==> config.mk <==
export PLATFORM = sky130hd
export DESIGN_NAME = bcvd_top
export DESIGN_NICKNAME = d
export VERILOG_FILES = /design/src/rtl/bcvd_pkg.sv /design/src/rtl/bcvd_clk_div.sv /design/src/rtl/bcvd_top.sv
export VERILOG_INCLUDE_DIRS = /design/src /design/src/rtl
export SDC_FILE = /design/constraint.sdc
export NUM_CORES = 1
export LEC_CHECK = 0
export BUFFER_PORTS_ARGS = -buffer_cell sky130_fd_sc_hd__buf_2
export CAP_MARGIN = 15
export CELL_PAD_IN_SITES_DETAIL_PLACEMENT = 1
export CELL_PAD_IN_SITES_GLOBAL_PLACEMENT = 1
export CORE_MARGIN = 10
export CORE_UTILIZATION = 35
export CTS_CLUSTER_DIAMETER = 30
export DETAILED_ROUTE_END_ITERATION = 10
export GPL_ROUTABILITY_DRIVEN = 0
export PLACE_DENSITY_LB_ADDON = 0.2
export SLEW_MARGIN = 20
export SYNTH_ARGS = -nofsm -noshare
export SYNTH_HDL_FRONTEND = slang
export SYNTH_SLANG_ARGS = --single-unit
export TNS_END_PERCENT = 30
==> constraint.sdc <==
create_clock -name pclk -period 4.46 [get_ports pclk]
set_input_delay 0.446 -clock pclk [delete_from_list [all_inputs] [get_ports pclk]]
set_output_delay 0.446 -clock pclk [all_outputs]
set_load 0.01 [all_outputs]
==> src/rtl/bcvd_cfg.svh <==
`ifndef BCVD_CFG_SVH
`define BCVD_CFG_SVH

// Boot vector field positions
`define BCVD_F_PLL 3:0
`define BCVD_F_XDIV 5:4
`define BCVD_F_ENDIAN 6
`define BCVD_F_RMODE 7
`define BCVD_F_PCI 10:8
`define BCVD_F_WDT 11
`define BCVD_F_LOW_RSV 13:12
`define BCVD_F_HIGH_RSV 15:14

// Vector codes
`define BCVD_PLL_BYPASS 4'h0
`define BCVD_PLL_X3 4'h1
`define BCVD_PLL_X4 4'h2
`define BCVD_PLL_X5 4'h4
`define BCVD_PLL_X6 4'h6
`define BCVD_PLL_X8 4'h7
`define BCVD_PLL_X10 4'h8
`define BCVD_XDIV_RSV 2'h3
`define BCVD_PCI_SAT_NRDY 3'h1
`define BCVD_PCI_SAT_SUSP 3'h2
`define BCVD_PCI_LAST 3'h5

// Register byte offsets
`define BCVD_OFF_BVR 12'h000
`define BCVD_OFF_STAT 12'h004
`define BCVD_OFF_PCI_CTRL 12'h008

// Status and control bit positions
`define BCVD_STAT_RUN 0
`define BCVD_STAT_PLL_OK 1
`define BCVD_STAT_PLL_RSV 2
`define BCVD_STAT_XDIV_RSV 3
`define BCVD_STAT_PCI_RSV 4
`define BCVD_STAT_RMODE_RSV 5
`define BCVD_STAT_PIN_RSV 6
`define BCVD_PCI_CTRL_EN 0

// Reset values and counts
`define BCVD_VEC_RST 16'h0000
// Settings that the all-zero reset vector decodes to
`define BCVD_SET_RST '{1'b1, 4'h0, 2'h0, 1'b0, BCVD_PCI_DISABLED, 1'b1}
`define BCVD_RST_HOLD_CYC 13'h0fa0
`define BCVD_PLL_SETTLE_CYC 32'h0004_0000

`endif

==> src/rtl/bcvd_pkg.sv <==
package bcvd_pkg;

    typedef enum logic [2:0] {
        BCVD_PCI_DISABLED,
        BCVD_PCI_SAT_NOT_READY,
        BCVD_PCI_SAT_SUSPENDED,
        BCVD_PCI_HOST_EXT_ARB,
        BCVD_PCI_HOST_FIXED_ARB,
        BCVD_PCI_HOST_RR_ARB,
        BCVD_PCI_RSV6,
        BCVD_PCI_RSV7
    } bcvd_pci_mode_e;

    // Decoded device-wide settings
    typedef struct packed {
        logic pll_bypass;
        logic [3:0] pll_mult;
        logic [1:0] xdiv_log2;
        logic big_endian;
        bcvd_pci_mode_e pci_mode;
        logic watchdog_enable;
    } bcvd_settings_s;

    // APB slave request
    typedef struct packed {
        logic psel;
        logic penable;
        logic pwrite;
        logic [11:0] paddr;
        logic [31:0] pwdata;
    } bcvd_apb_req_s;

endpackage

==> src/rtl/bcvd_clk_div.sv <==
`timescale 1ns/10ps
`default_nettype none

`include "bcvd_cfg.svh"

module bcvd_clk_div (
    input wire logic pclk,
    input wire logic presetn,
    input wire logic [1:0] div_sel,
    output logic internal_bus_clock,
    output logic external_clock_output
);
    logic bclk_r, bclk_nxt;
    logic [1:0] cnt_r, cnt_nxt;
    logic xclk_r, xclk_nxt;

    // Bus clock is always half the pipeline rate; external clock divides it
    // clock dividers
    always_comb begin
        bclk_nxt = ~bclk_r;
        cnt_nxt = bclk_nxt ? cnt_r + 2'h1 : cnt_r;
        unique case (div_sel)
            2'h1: xclk_nxt = cnt_nxt[0];
            2'h2: xclk_nxt = cnt_nxt[1];
            default: xclk_nxt = bclk_nxt; // Reserved code falls back to divide by 1
        endcase
    end

    always_ff @(posedge pclk or negedge presetn) begin
        if (!presetn) begin
            bclk_r <= 1'b0;
            cnt_r <= 2'h0;
            xclk_r <= 1'b0;
        end else begin
            bclk_r <= bclk_nxt;
            cnt_r <= cnt_nxt;
            xclk_r <= xclk_nxt;
        end
    end

    assign internal_bus_clock = bclk_r;
    assign external_clock_output = xclk_r;
endmodule // bcvd_clk_div

`default_nettype wire

==> src/rtl/bcvd_top.sv <==
// Implementation choices: the register addresses and the APB slave port.
`timescale 1ns/10ps
`default_nettype none

`include "bcvd_cfg.svh"

// Overview of operation
// - Captured vector readable in boot vector register
// - Bits 3:0 pick PLL multiplier or bypass
// - Bits 5:4 divide bus clock for output
// - Bus clock always half pipeline clock
// - Bit 6 selects little or big endian
// - Normal mode holds reset output 4000 cycles
// - Internal vector waits 18-bit counter for PLL
// - Bits 10:8 pick PCI operating mode
// - PCI enable starts set for satellite modes
// - Bit 11 set leaves watchdog disabled
module bcvd_top #(
    parameter int PLL_SETTLE_CYCLES = `BCVD_PLL_SETTLE_CYC
) (
    input wire logic pclk,
    input wire logic presetn,
    input wire bcvd_pkg::bcvd_apb_req_s apb_req,
    output logic [31:0] prdata,
    output logic pready,
    output logic pslverr,
    input wire logic cold_reset_n,
    input wire logic internal_vector_select,
    input wire logic [15:0] boot_vector_pins,
    output bcvd_pkg::bcvd_settings_s settings,
    output logic pci_enable,
    output logic pll_settled,
    output logic system_reset_output_n,
    output logic internal_bus_clock,
    output logic external_clock_output
);
    import bcvd_pkg::*;

    typedef enum logic [1:0] {
        ST_CAPTURE,
        ST_PLL_WAIT,
        ST_RST_HOLD,
        ST_RUN
    } bcvd_state_e;

    // Decode the multiplier code; zero means bypass or reserved
    function automatic logic [3:0] pll_mult_of(input logic [3:0] code);
        unique case (code)
            `BCVD_PLL_X3: pll_mult_of = 4'h3;
            `BCVD_PLL_X4: pll_mult_of = 4'h4;
            `BCVD_PLL_X5: pll_mult_of = 4'h5;
            `BCVD_PLL_X6: pll_mult_of = 4'h6;
            `BCVD_PLL_X8: pll_mult_of = 4'h8;
            `BCVD_PLL_X10: pll_mult_of = 4'ha;
            default: pll_mult_of = 4'h0;
        endcase
    endfunction

    // Address match for one register during a bus phase
    function automatic logic hit(input logic [11:0] addr, input logic [11:0] off);
        hit = (addr == off);
    endfunction

    // Two-stage synchronisers for pins
    logic cold_s1_r, cold_s2_r;
    logic sel_s1_r, sel_s2_r;
    logic [15:0] vec_s1_r, vec_s2_r;

    // First stages are read only by second stages
    always_ff @(posedge pclk or negedge presetn) begin
        if (!presetn) begin
            cold_s1_r <= 1'b0;
            cold_s2_r <= 1'b0;
            sel_s1_r <= 1'b0;
            sel_s2_r <= 1'b0;
            vec_s1_r <= `BCVD_VEC_RST;
            vec_s2_r <= `BCVD_VEC_RST;
        end else begin
            cold_s1_r <= cold_reset_n;
            cold_s2_r <= cold_s1_r;
            sel_s1_r <= internal_vector_select;
            sel_s2_r <= sel_s1_r;
            vec_s1_r <= boot_vector_pins;
            vec_s2_r <= vec_s1_r;
        end
    end

    // Sequencer and captured vector
    bcvd_state_e state_r, state_nxt;
    logic [15:0] vec_r, vec_nxt;
    bcvd_settings_s set_r, set_nxt;
    logic [31:0] pll_cnt_r, pll_cnt_nxt;
    logic [12:0] hold_cnt_r, hold_cnt_nxt;
    logic pll_ok_r, pll_ok_nxt;
    logic capture_done;

    assign capture_done = (state_r == ST_CAPTURE) && cold_s2_r;

    always_comb begin
        state_nxt = state_r;
        vec_nxt = vec_r;
        pll_cnt_nxt = pll_cnt_r;
        hold_cnt_nxt = hold_cnt_r;
        pll_ok_nxt = pll_ok_r;
        unique case (state_r)
            ST_CAPTURE: begin
                if (!cold_s2_r) begin
                    vec_nxt = vec_s2_r;
                end else begin
                    state_nxt = sel_s2_r ? ST_PLL_WAIT : ST_RST_HOLD;
                    pll_ok_nxt = !sel_s2_r; // External vector has its own settling
                end
                pll_cnt_nxt = 32'h0;
                hold_cnt_nxt = 13'h0;
            end
            ST_PLL_WAIT: begin
                if (pll_cnt_r == PLL_SETTLE_CYCLES - 1) begin
                    state_nxt = ST_RST_HOLD;
                    pll_ok_nxt = 1'b1;
                end else begin
                    pll_cnt_nxt = pll_cnt_r + 32'h1;
                end
            end
            ST_RST_HOLD: begin
                if (hold_cnt_r == `BCVD_RST_HOLD_CYC - 13'h1) begin
                    state_nxt = ST_RUN;
                end else begin
                    hold_cnt_nxt = hold_cnt_r + 13'h1;
                end
            end
            ST_RUN: begin
                state_nxt = ST_RUN;
            end
        endcase
        // A new cold reset restarts capture from any state
        if (!cold_s2_r) begin
            state_nxt = ST_CAPTURE;
            vec_nxt = vec_s2_r;
            pll_ok_nxt = 1'b0;
        end
    end

    // Settings follow the vector so both flops agree every cycle
    always_comb begin
        set_nxt.pll_mult = pll_mult_of(vec_nxt[`BCVD_F_PLL]);
        set_nxt.pll_bypass = (set_nxt.pll_mult == 4'h0); // Reserved codes run unmultiplied
        set_nxt.xdiv_log2 = vec_nxt[`BCVD_F_XDIV];
        set_nxt.big_endian = vec_nxt[`BCVD_F_ENDIAN];
        set_nxt.pci_mode = bcvd_pci_mode_e'(vec_nxt[`BCVD_F_PCI]);
        set_nxt.watchdog_enable = ~vec_nxt[`BCVD_F_WDT];
    end

    always_ff @(posedge pclk or negedge presetn) begin
        if (!presetn) begin
            state_r <= ST_CAPTURE;
            vec_r <= `BCVD_VEC_RST;
            set_r <= `BCVD_SET_RST; // Matches the decode of the reset vector
            pll_cnt_r <= 32'h0;
            hold_cnt_r <= 13'h0;
            pll_ok_r <= 1'b0;
        end else begin
            state_r <= state_nxt;
            vec_r <= vec_nxt;
            set_r <= set_nxt;
            pll_cnt_r <= pll_cnt_nxt;
            hold_cnt_r <= hold_cnt_nxt;
            pll_ok_r <= pll_ok_nxt;
        end
    end

    // Reserved-code detectors, reported in status
    logic pll_rsv, xdiv_rsv, pci_rsv, pin_rsv;
    assign pll_rsv = set_r.pll_bypass && (vec_r[`BCVD_F_PLL] != `BCVD_PLL_BYPASS);
    assign xdiv_rsv = (vec_r[`BCVD_F_XDIV] == `BCVD_XDIV_RSV);
    assign pci_rsv = (vec_r[`BCVD_F_PCI] > `BCVD_PCI_LAST);
    assign pin_rsv = (vec_r[`BCVD_F_LOW_RSV] != 2'h0) || (vec_r[`BCVD_F_HIGH_RSV] != 2'h0);

    // APB slave: zero wait, read data prepared in the setup cycle
    logic [31:0] rdata_r, rdata_nxt;
    logic err_r, err_nxt;
    logic pci_en_r, pci_en_nxt;
    logic [31:0] stat_word;
    logic setup, wr_access;

    assign setup = apb_req.psel && !apb_req.penable;
    assign wr_access = apb_req.psel && apb_req.penable && apb_req.pwrite;

    always_comb begin
        stat_word = 32'h0;
        stat_word[`BCVD_STAT_RUN] = (state_r == ST_RUN);
        stat_word[`BCVD_STAT_PLL_OK] = pll_ok_r;
        stat_word[`BCVD_STAT_PLL_RSV] = pll_rsv;
        stat_word[`BCVD_STAT_XDIV_RSV] = xdiv_rsv;
        stat_word[`BCVD_STAT_PCI_RSV] = pci_rsv;
        stat_word[`BCVD_STAT_RMODE_RSV] = vec_r[`BCVD_F_RMODE];
        stat_word[`BCVD_STAT_PIN_RSV] = pin_rsv;
    end

    always_comb begin
        rdata_nxt = rdata_r;
        err_nxt = err_r;
        pci_en_nxt = pci_en_r;
        if (setup) begin
            err_nxt = !(hit(apb_req.paddr, `BCVD_OFF_BVR) || hit(apb_req.paddr, `BCVD_OFF_STAT)
                        || hit(apb_req.paddr, `BCVD_OFF_PCI_CTRL));
            rdata_nxt = 32'h0;
            if (!apb_req.pwrite) begin
                if (hit(apb_req.paddr, `BCVD_OFF_BVR)) begin
                    rdata_nxt = {16'h0, vec_r};
                end else if (hit(apb_req.paddr, `BCVD_OFF_STAT)) begin
                    rdata_nxt = stat_word;
                end else if (hit(apb_req.paddr, `BCVD_OFF_PCI_CTRL)) begin
                    rdata_nxt[`BCVD_PCI_CTRL_EN] = pci_en_r;
                end
            end
        end
        if (wr_access && hit(apb_req.paddr, `BCVD_OFF_PCI_CTRL)) begin
            pci_en_nxt = apb_req.pwdata[`BCVD_PCI_CTRL_EN];
        end
        if (state_r == ST_CAPTURE) begin
            pci_en_nxt = (vec_nxt[`BCVD_F_PCI] == `BCVD_PCI_SAT_NRDY)
                         || (vec_nxt[`BCVD_F_PCI] == `BCVD_PCI_SAT_SUSP);
        end
    end

    always_ff @(posedge pclk or negedge presetn) begin
        if (!presetn) begin
            rdata_r <= 32'h0;
            err_r <= 1'b0;
            pci_en_r <= 1'b0;
        end else begin
            rdata_r <= rdata_nxt;
            err_r <= err_nxt;
            pci_en_r <= pci_en_nxt;
        end
    end

    assign prdata = rdata_r;
    assign pready = 1'b1; // Every access completes in one access cycle
    assign pslverr = apb_req.psel && apb_req.penable && err_r;
    assign settings = set_r;
    assign pci_enable = pci_en_r;
    assign pll_settled = pll_ok_r;
    assign system_reset_output_n = (state_r == ST_RUN);

    // Clock generation from the pipeline clock
    bcvd_clk_div u_clk_div (
        .pclk(pclk),
        .presetn(presetn),
        .div_sel(set_r.xdiv_log2),
        .internal_bus_clock(internal_bus_clock),
        .external_clock_output(external_clock_output)
    );
endmodule // bcvd_top

`default_nettype wire

==> reports/summary.log <==
[global_routing] global router's overall resource usage 12.48%
[final_layout] share of post-route cells with drive strength above 1 22.22%
[final_layout] post-route core utilization 42.74%
[cts] number of buffers added by the clock tree synthesis step 17
[worst_setup_path] depth of the worst register-to-register path 6
[sta] fin. max-slew vios 0
[pwr] post-layout total power 2.823 mW
[cts] clock tree from TritonCTS built
[logic_synthesis] mapped cell area 0.005524 mm²
[placement] count of buffers from port buffering 69
[cts] cells resized by post-CTS repair 0
[flow_run] Max-cap violations 0
[worst_setup_path] required time worst endpoint 4.80 ns
[placement] HPWL Detailed 9.139 mm
[pwr] combinational group share of total power 7.0%
[cts] htree depth 4
[sta] Setup TNS Final 0 ns
[pwr] leakage dissipation 2.993 nW
[worst_setup_path] kind of end point of the critical path flip-flop
[logic_synthesis] number of flops mapped to enable cells by yosys 0
[logic_synthesis] most used flip-flop cell after synthesis dfrtp_1
[detailed_routing] routed vias 3917
[die] Row Count 45
[sta] minimum clock period 2.432 ns
[final_layout] area growth from synthesis to layout 18.48%
[worst_setup_path] critical path class flip-flop to flip-flop
[sta] setup repair after global routing missed its margin no
[worst_setup_path] Worst EP arrival 2.78 ns
[cts] Skew-Pair Late Insertion Delay 0.42 ns
[sta] tightest slew margin relative to the limit 40.90%
[pwr] Worst VDD drop 255.6 µV
[detailed_routing] WL final 12.82 mm
[cts] # Post-CTS Setup Buffers 0
[detailed_routing] initial drt markers 171
[sta] number of endpoints failing setup at the final stage 0
[pwr] cell-internal power 2.181 mW
[detailed_routing] iteration count of the initial detailed-routing pass 4
[sta] FMAX 411.2 MHz
[worst_setup_path] Startpoint Class flip-flop
[final_layout] fill cell instance count of the final layout 1723
[die] Initial Util 36.07%
[worst_setup_path] most numerous cell on the critical path or3_1
[logic_synthesis] gate count of the mapped netlist 490
[logic_synthesis] synthesized area divided by synthesized cell count 11.27 µm²
[detailed_routing] remaining antenna violation count after routing 0
[pwr] net switching component of the power 642.0 µW
[logic_synthesis] post-synthesis cell type count 60
[sta] transition time at the pin with the least slew margin 0.8856 ns
[cts] count of clock tree sinks 128
[sta] Clock Skews 0.01020 ns
[worst_setup_path] worst path cell trace ha_1, nand2_1, or3_1, or4_4, or3_1, a21oi_1
[die] area of the die 0.02121 mm²
[global_routing] initial antenna violation count 0
[pwr] power share of the clock group 48.4%
[pwr] switching share of total power 22.75%
[cts] clock root buffer master clkbuf_16
[global_routing] via count of the first global-routing pass 4076
[logic_synthesis] fraction of registers with async set or reset after synthesis 100.0%
[sta] final critical-path share of the clock period 54.53%
[pwr] portion of total power attributed to sequential cells 44.6%
[pwr] Power Density 431.2 mW/mm²
[cts] deepest clock path buffer count 2
[final_layout] number of inserted diodes 0
[cts] clock slew seen by the registers of the worst setup and hold paths 0.05 ns
[final_layout] post-layout net count 626
[min_path] Hold WC Path Type input pin to asynchronous set/reset pin
[global_routing] remaining global-route overflow 0
[global_routing] wire length of the first global-routing pass 21.35 mm
[detailed_routing] Residual DRC 0
[worst_setup_path] maximum fanout along the worst path 8
[logic_synthesis] Ys Warns 0
[detailed_routing] via density per instance 5.035
[worst_setup_path] critical-path cell with the highest stage delay or4_4
[global_routing] maximum number of pins on one net before global-route repair 56
[cts] number of buffers inserted for hold repair after clock tree synthesis 0
[detailed_routing] average detailed-routed wire length per instance 16.48 µm
[sta] final hold viol count 0
[logic_synthesis] sequential element share of the synthesized area 58.03%
[outcome] result of the run completed
[die] Floorplan Core Area 0.01531 mm²
[worst_setup_path] CP peak stage delay 0.60 ns
[logic_synthesis] flip-flop and latch count after synthesis 128
[die] I/O pins 118
[die] Die X-Extent 145.6 µm
[die] die height 145.6 µm
-- registers in the layout (all words and copies together), names as in the netlist, 2 cells and up --
register         cells
pll_cnt_r           32
prdata              16
vec_s1_r            16
vec_s2_r            16
hold_cnt_r          13
vec_r               13
settings             9
state_r              2
u_clk_div.cnt_r      2
-- critical path, delay by kind of cell, from the launching register on --
| family | cells | cell delay [ns] |
|---|---|---|
| adder cells (fa/ha/maj) | 1 | 0.29 |
| flip-flops | 1 | 0.41 |
| AND/OR/NAND/NOR | 4 | 1.52 |
| AO/OA/AOI/OAI | 1 | 0.14 |
-- path summary, 6_finish.rpt --
| check | from | end | slack, ns |
|---|---|---|---|
| setup / recovery | pll_cnt_r[0] | pll_cnt_r[20] | 2.03 |
| hold / removal | presetn | u_clk_div.external_clock_output | 0.06 |
| setup reg to reg | pll_cnt_r[0] | pll_cnt_r[20] | 2.03 |
| hold reg to reg | vec_s1_r[6] | vec_s2_r[6] | 0.35 |
| max in group asynchronous | presetn | pll_cnt_r[11] | 3.42 |
| min in group pclk | internal_vector_select | sel_s1_r | 0.13 |
-- stage by stage --
step / setup slack (ns) / instances / area (µm²) / hold WS (ns)
finish: 2.028 / 778 / 6545 / 0.05648
global route: 1.833 / 778 / 6545 / 0.1071
CTS: 2.005 / 778 / 6545 / 0.09674
detailed placement: 1.821 / 746 / 5956 / 0.3358
global placement: 1.831 / 746 / 5956 / 0.3333
floorplan: 2.246 / 505 / 5580 / 0.1504
-- placed cells by master (no fill, tap or decap), types with 5 or more instances in the layout --
master / count
a21oi_1: 5
a22o_1: 10
and3_1: 5
buf_2: 68
buf_4: 5
clkbuf_16: 17
clkbuf_8: 5
conb_1: 17
dfrtp_1: 126
ha_1: 5
inv_1: 11
mux2_2: 13
mux2i_1: 17
nand2_1: 39
nand3_1: 25
nand4_1: 15
nor2_1: 23
nor2b_1: 7
nor3_1: 11
nor4_1: 14
o211ai_1: 5
o21ai_0: 31
o31ai_1: 9
xnor2_1: 9
xor2_1: 6
-- area by class of cell --
cell class	count	area [µm²]	area share, %
Clock buffer	26	509.2	7.781
Multi-Input combinational cell	323	2067	31.58
Sequential cell	128	3206	48.98
Timing Repair Buffer	73	377.9	5.773
Clock inverter	6	80.08	1.223
Inverter	11	41.29	0.6309
Tap cell	211	264.0	4.034
-- cells in the mapped netlist, types with 5 or more instances --
cell      count  area share (%)
nand2_1      39             2.7
nor4_1       14             1.6
dfrtp_1     126              57
nand4_1      15             1.7
ha_1          5             1.1
clkbuf_1     16             1.1
nor2_1       23             1.6
xnor2_1       9             1.4
o21ai_0      31             2.8
nand3_1      25             2.3
o31ai_1       9             1.2
inv_1        11            0.75
mux2i_1      17             3.1
buf_4        23             3.1
o211ai_1      5            0.68
a22o_1       10             1.6
a21oi_1       5            0.45
and3_1        5            0.57
nor2b_1       7            0.79
nor3_1       11             1.0
xor2_1        6            0.95
mux2_2       13             2.7
-- cells by family (layout without fill, tap and decap cells) --
group                      count (synthesis)  after routing  share of synthesized area (%)
and+or+nand+nor                          171            171                          16.49
DFF                                      128            128                          58.03
AOI/OAI and AO/OA                         84             84                          10.35
buffers and inverters                     54            116                          5.572
muxes                                     30             30                          5.730
xor gates and xnor gates                  15             15                          2.378
adders and majority gates                  6              6                          1.314
other                                      2             17                         0.1360
-- power by group through the flow --
stage | clock (mW) | combinational [mW] | sequential (mW)
floorplan | 0 | 0.135 | 1.27
global placement | 0 | 0.198 | 1.28
detailed placement | 0 | 0.203 | 1.28
CTS | 1.40 | 0.204 | 1.26
global route | 1.46 | 0.226 | 1.27
finish | 1.37 | 0.198 | 1.26
-- metal layers --
metal	GRT usage (%)	share of wire (%)	vias to the layer above
met5	0	0	-
met4	4.853	1.3	0
met3	4.222	3.7	14
met2	20.18	49	62
met1	15.02	46	1977
li1	-	-	1864
Power figures use the tool's default switching activity.
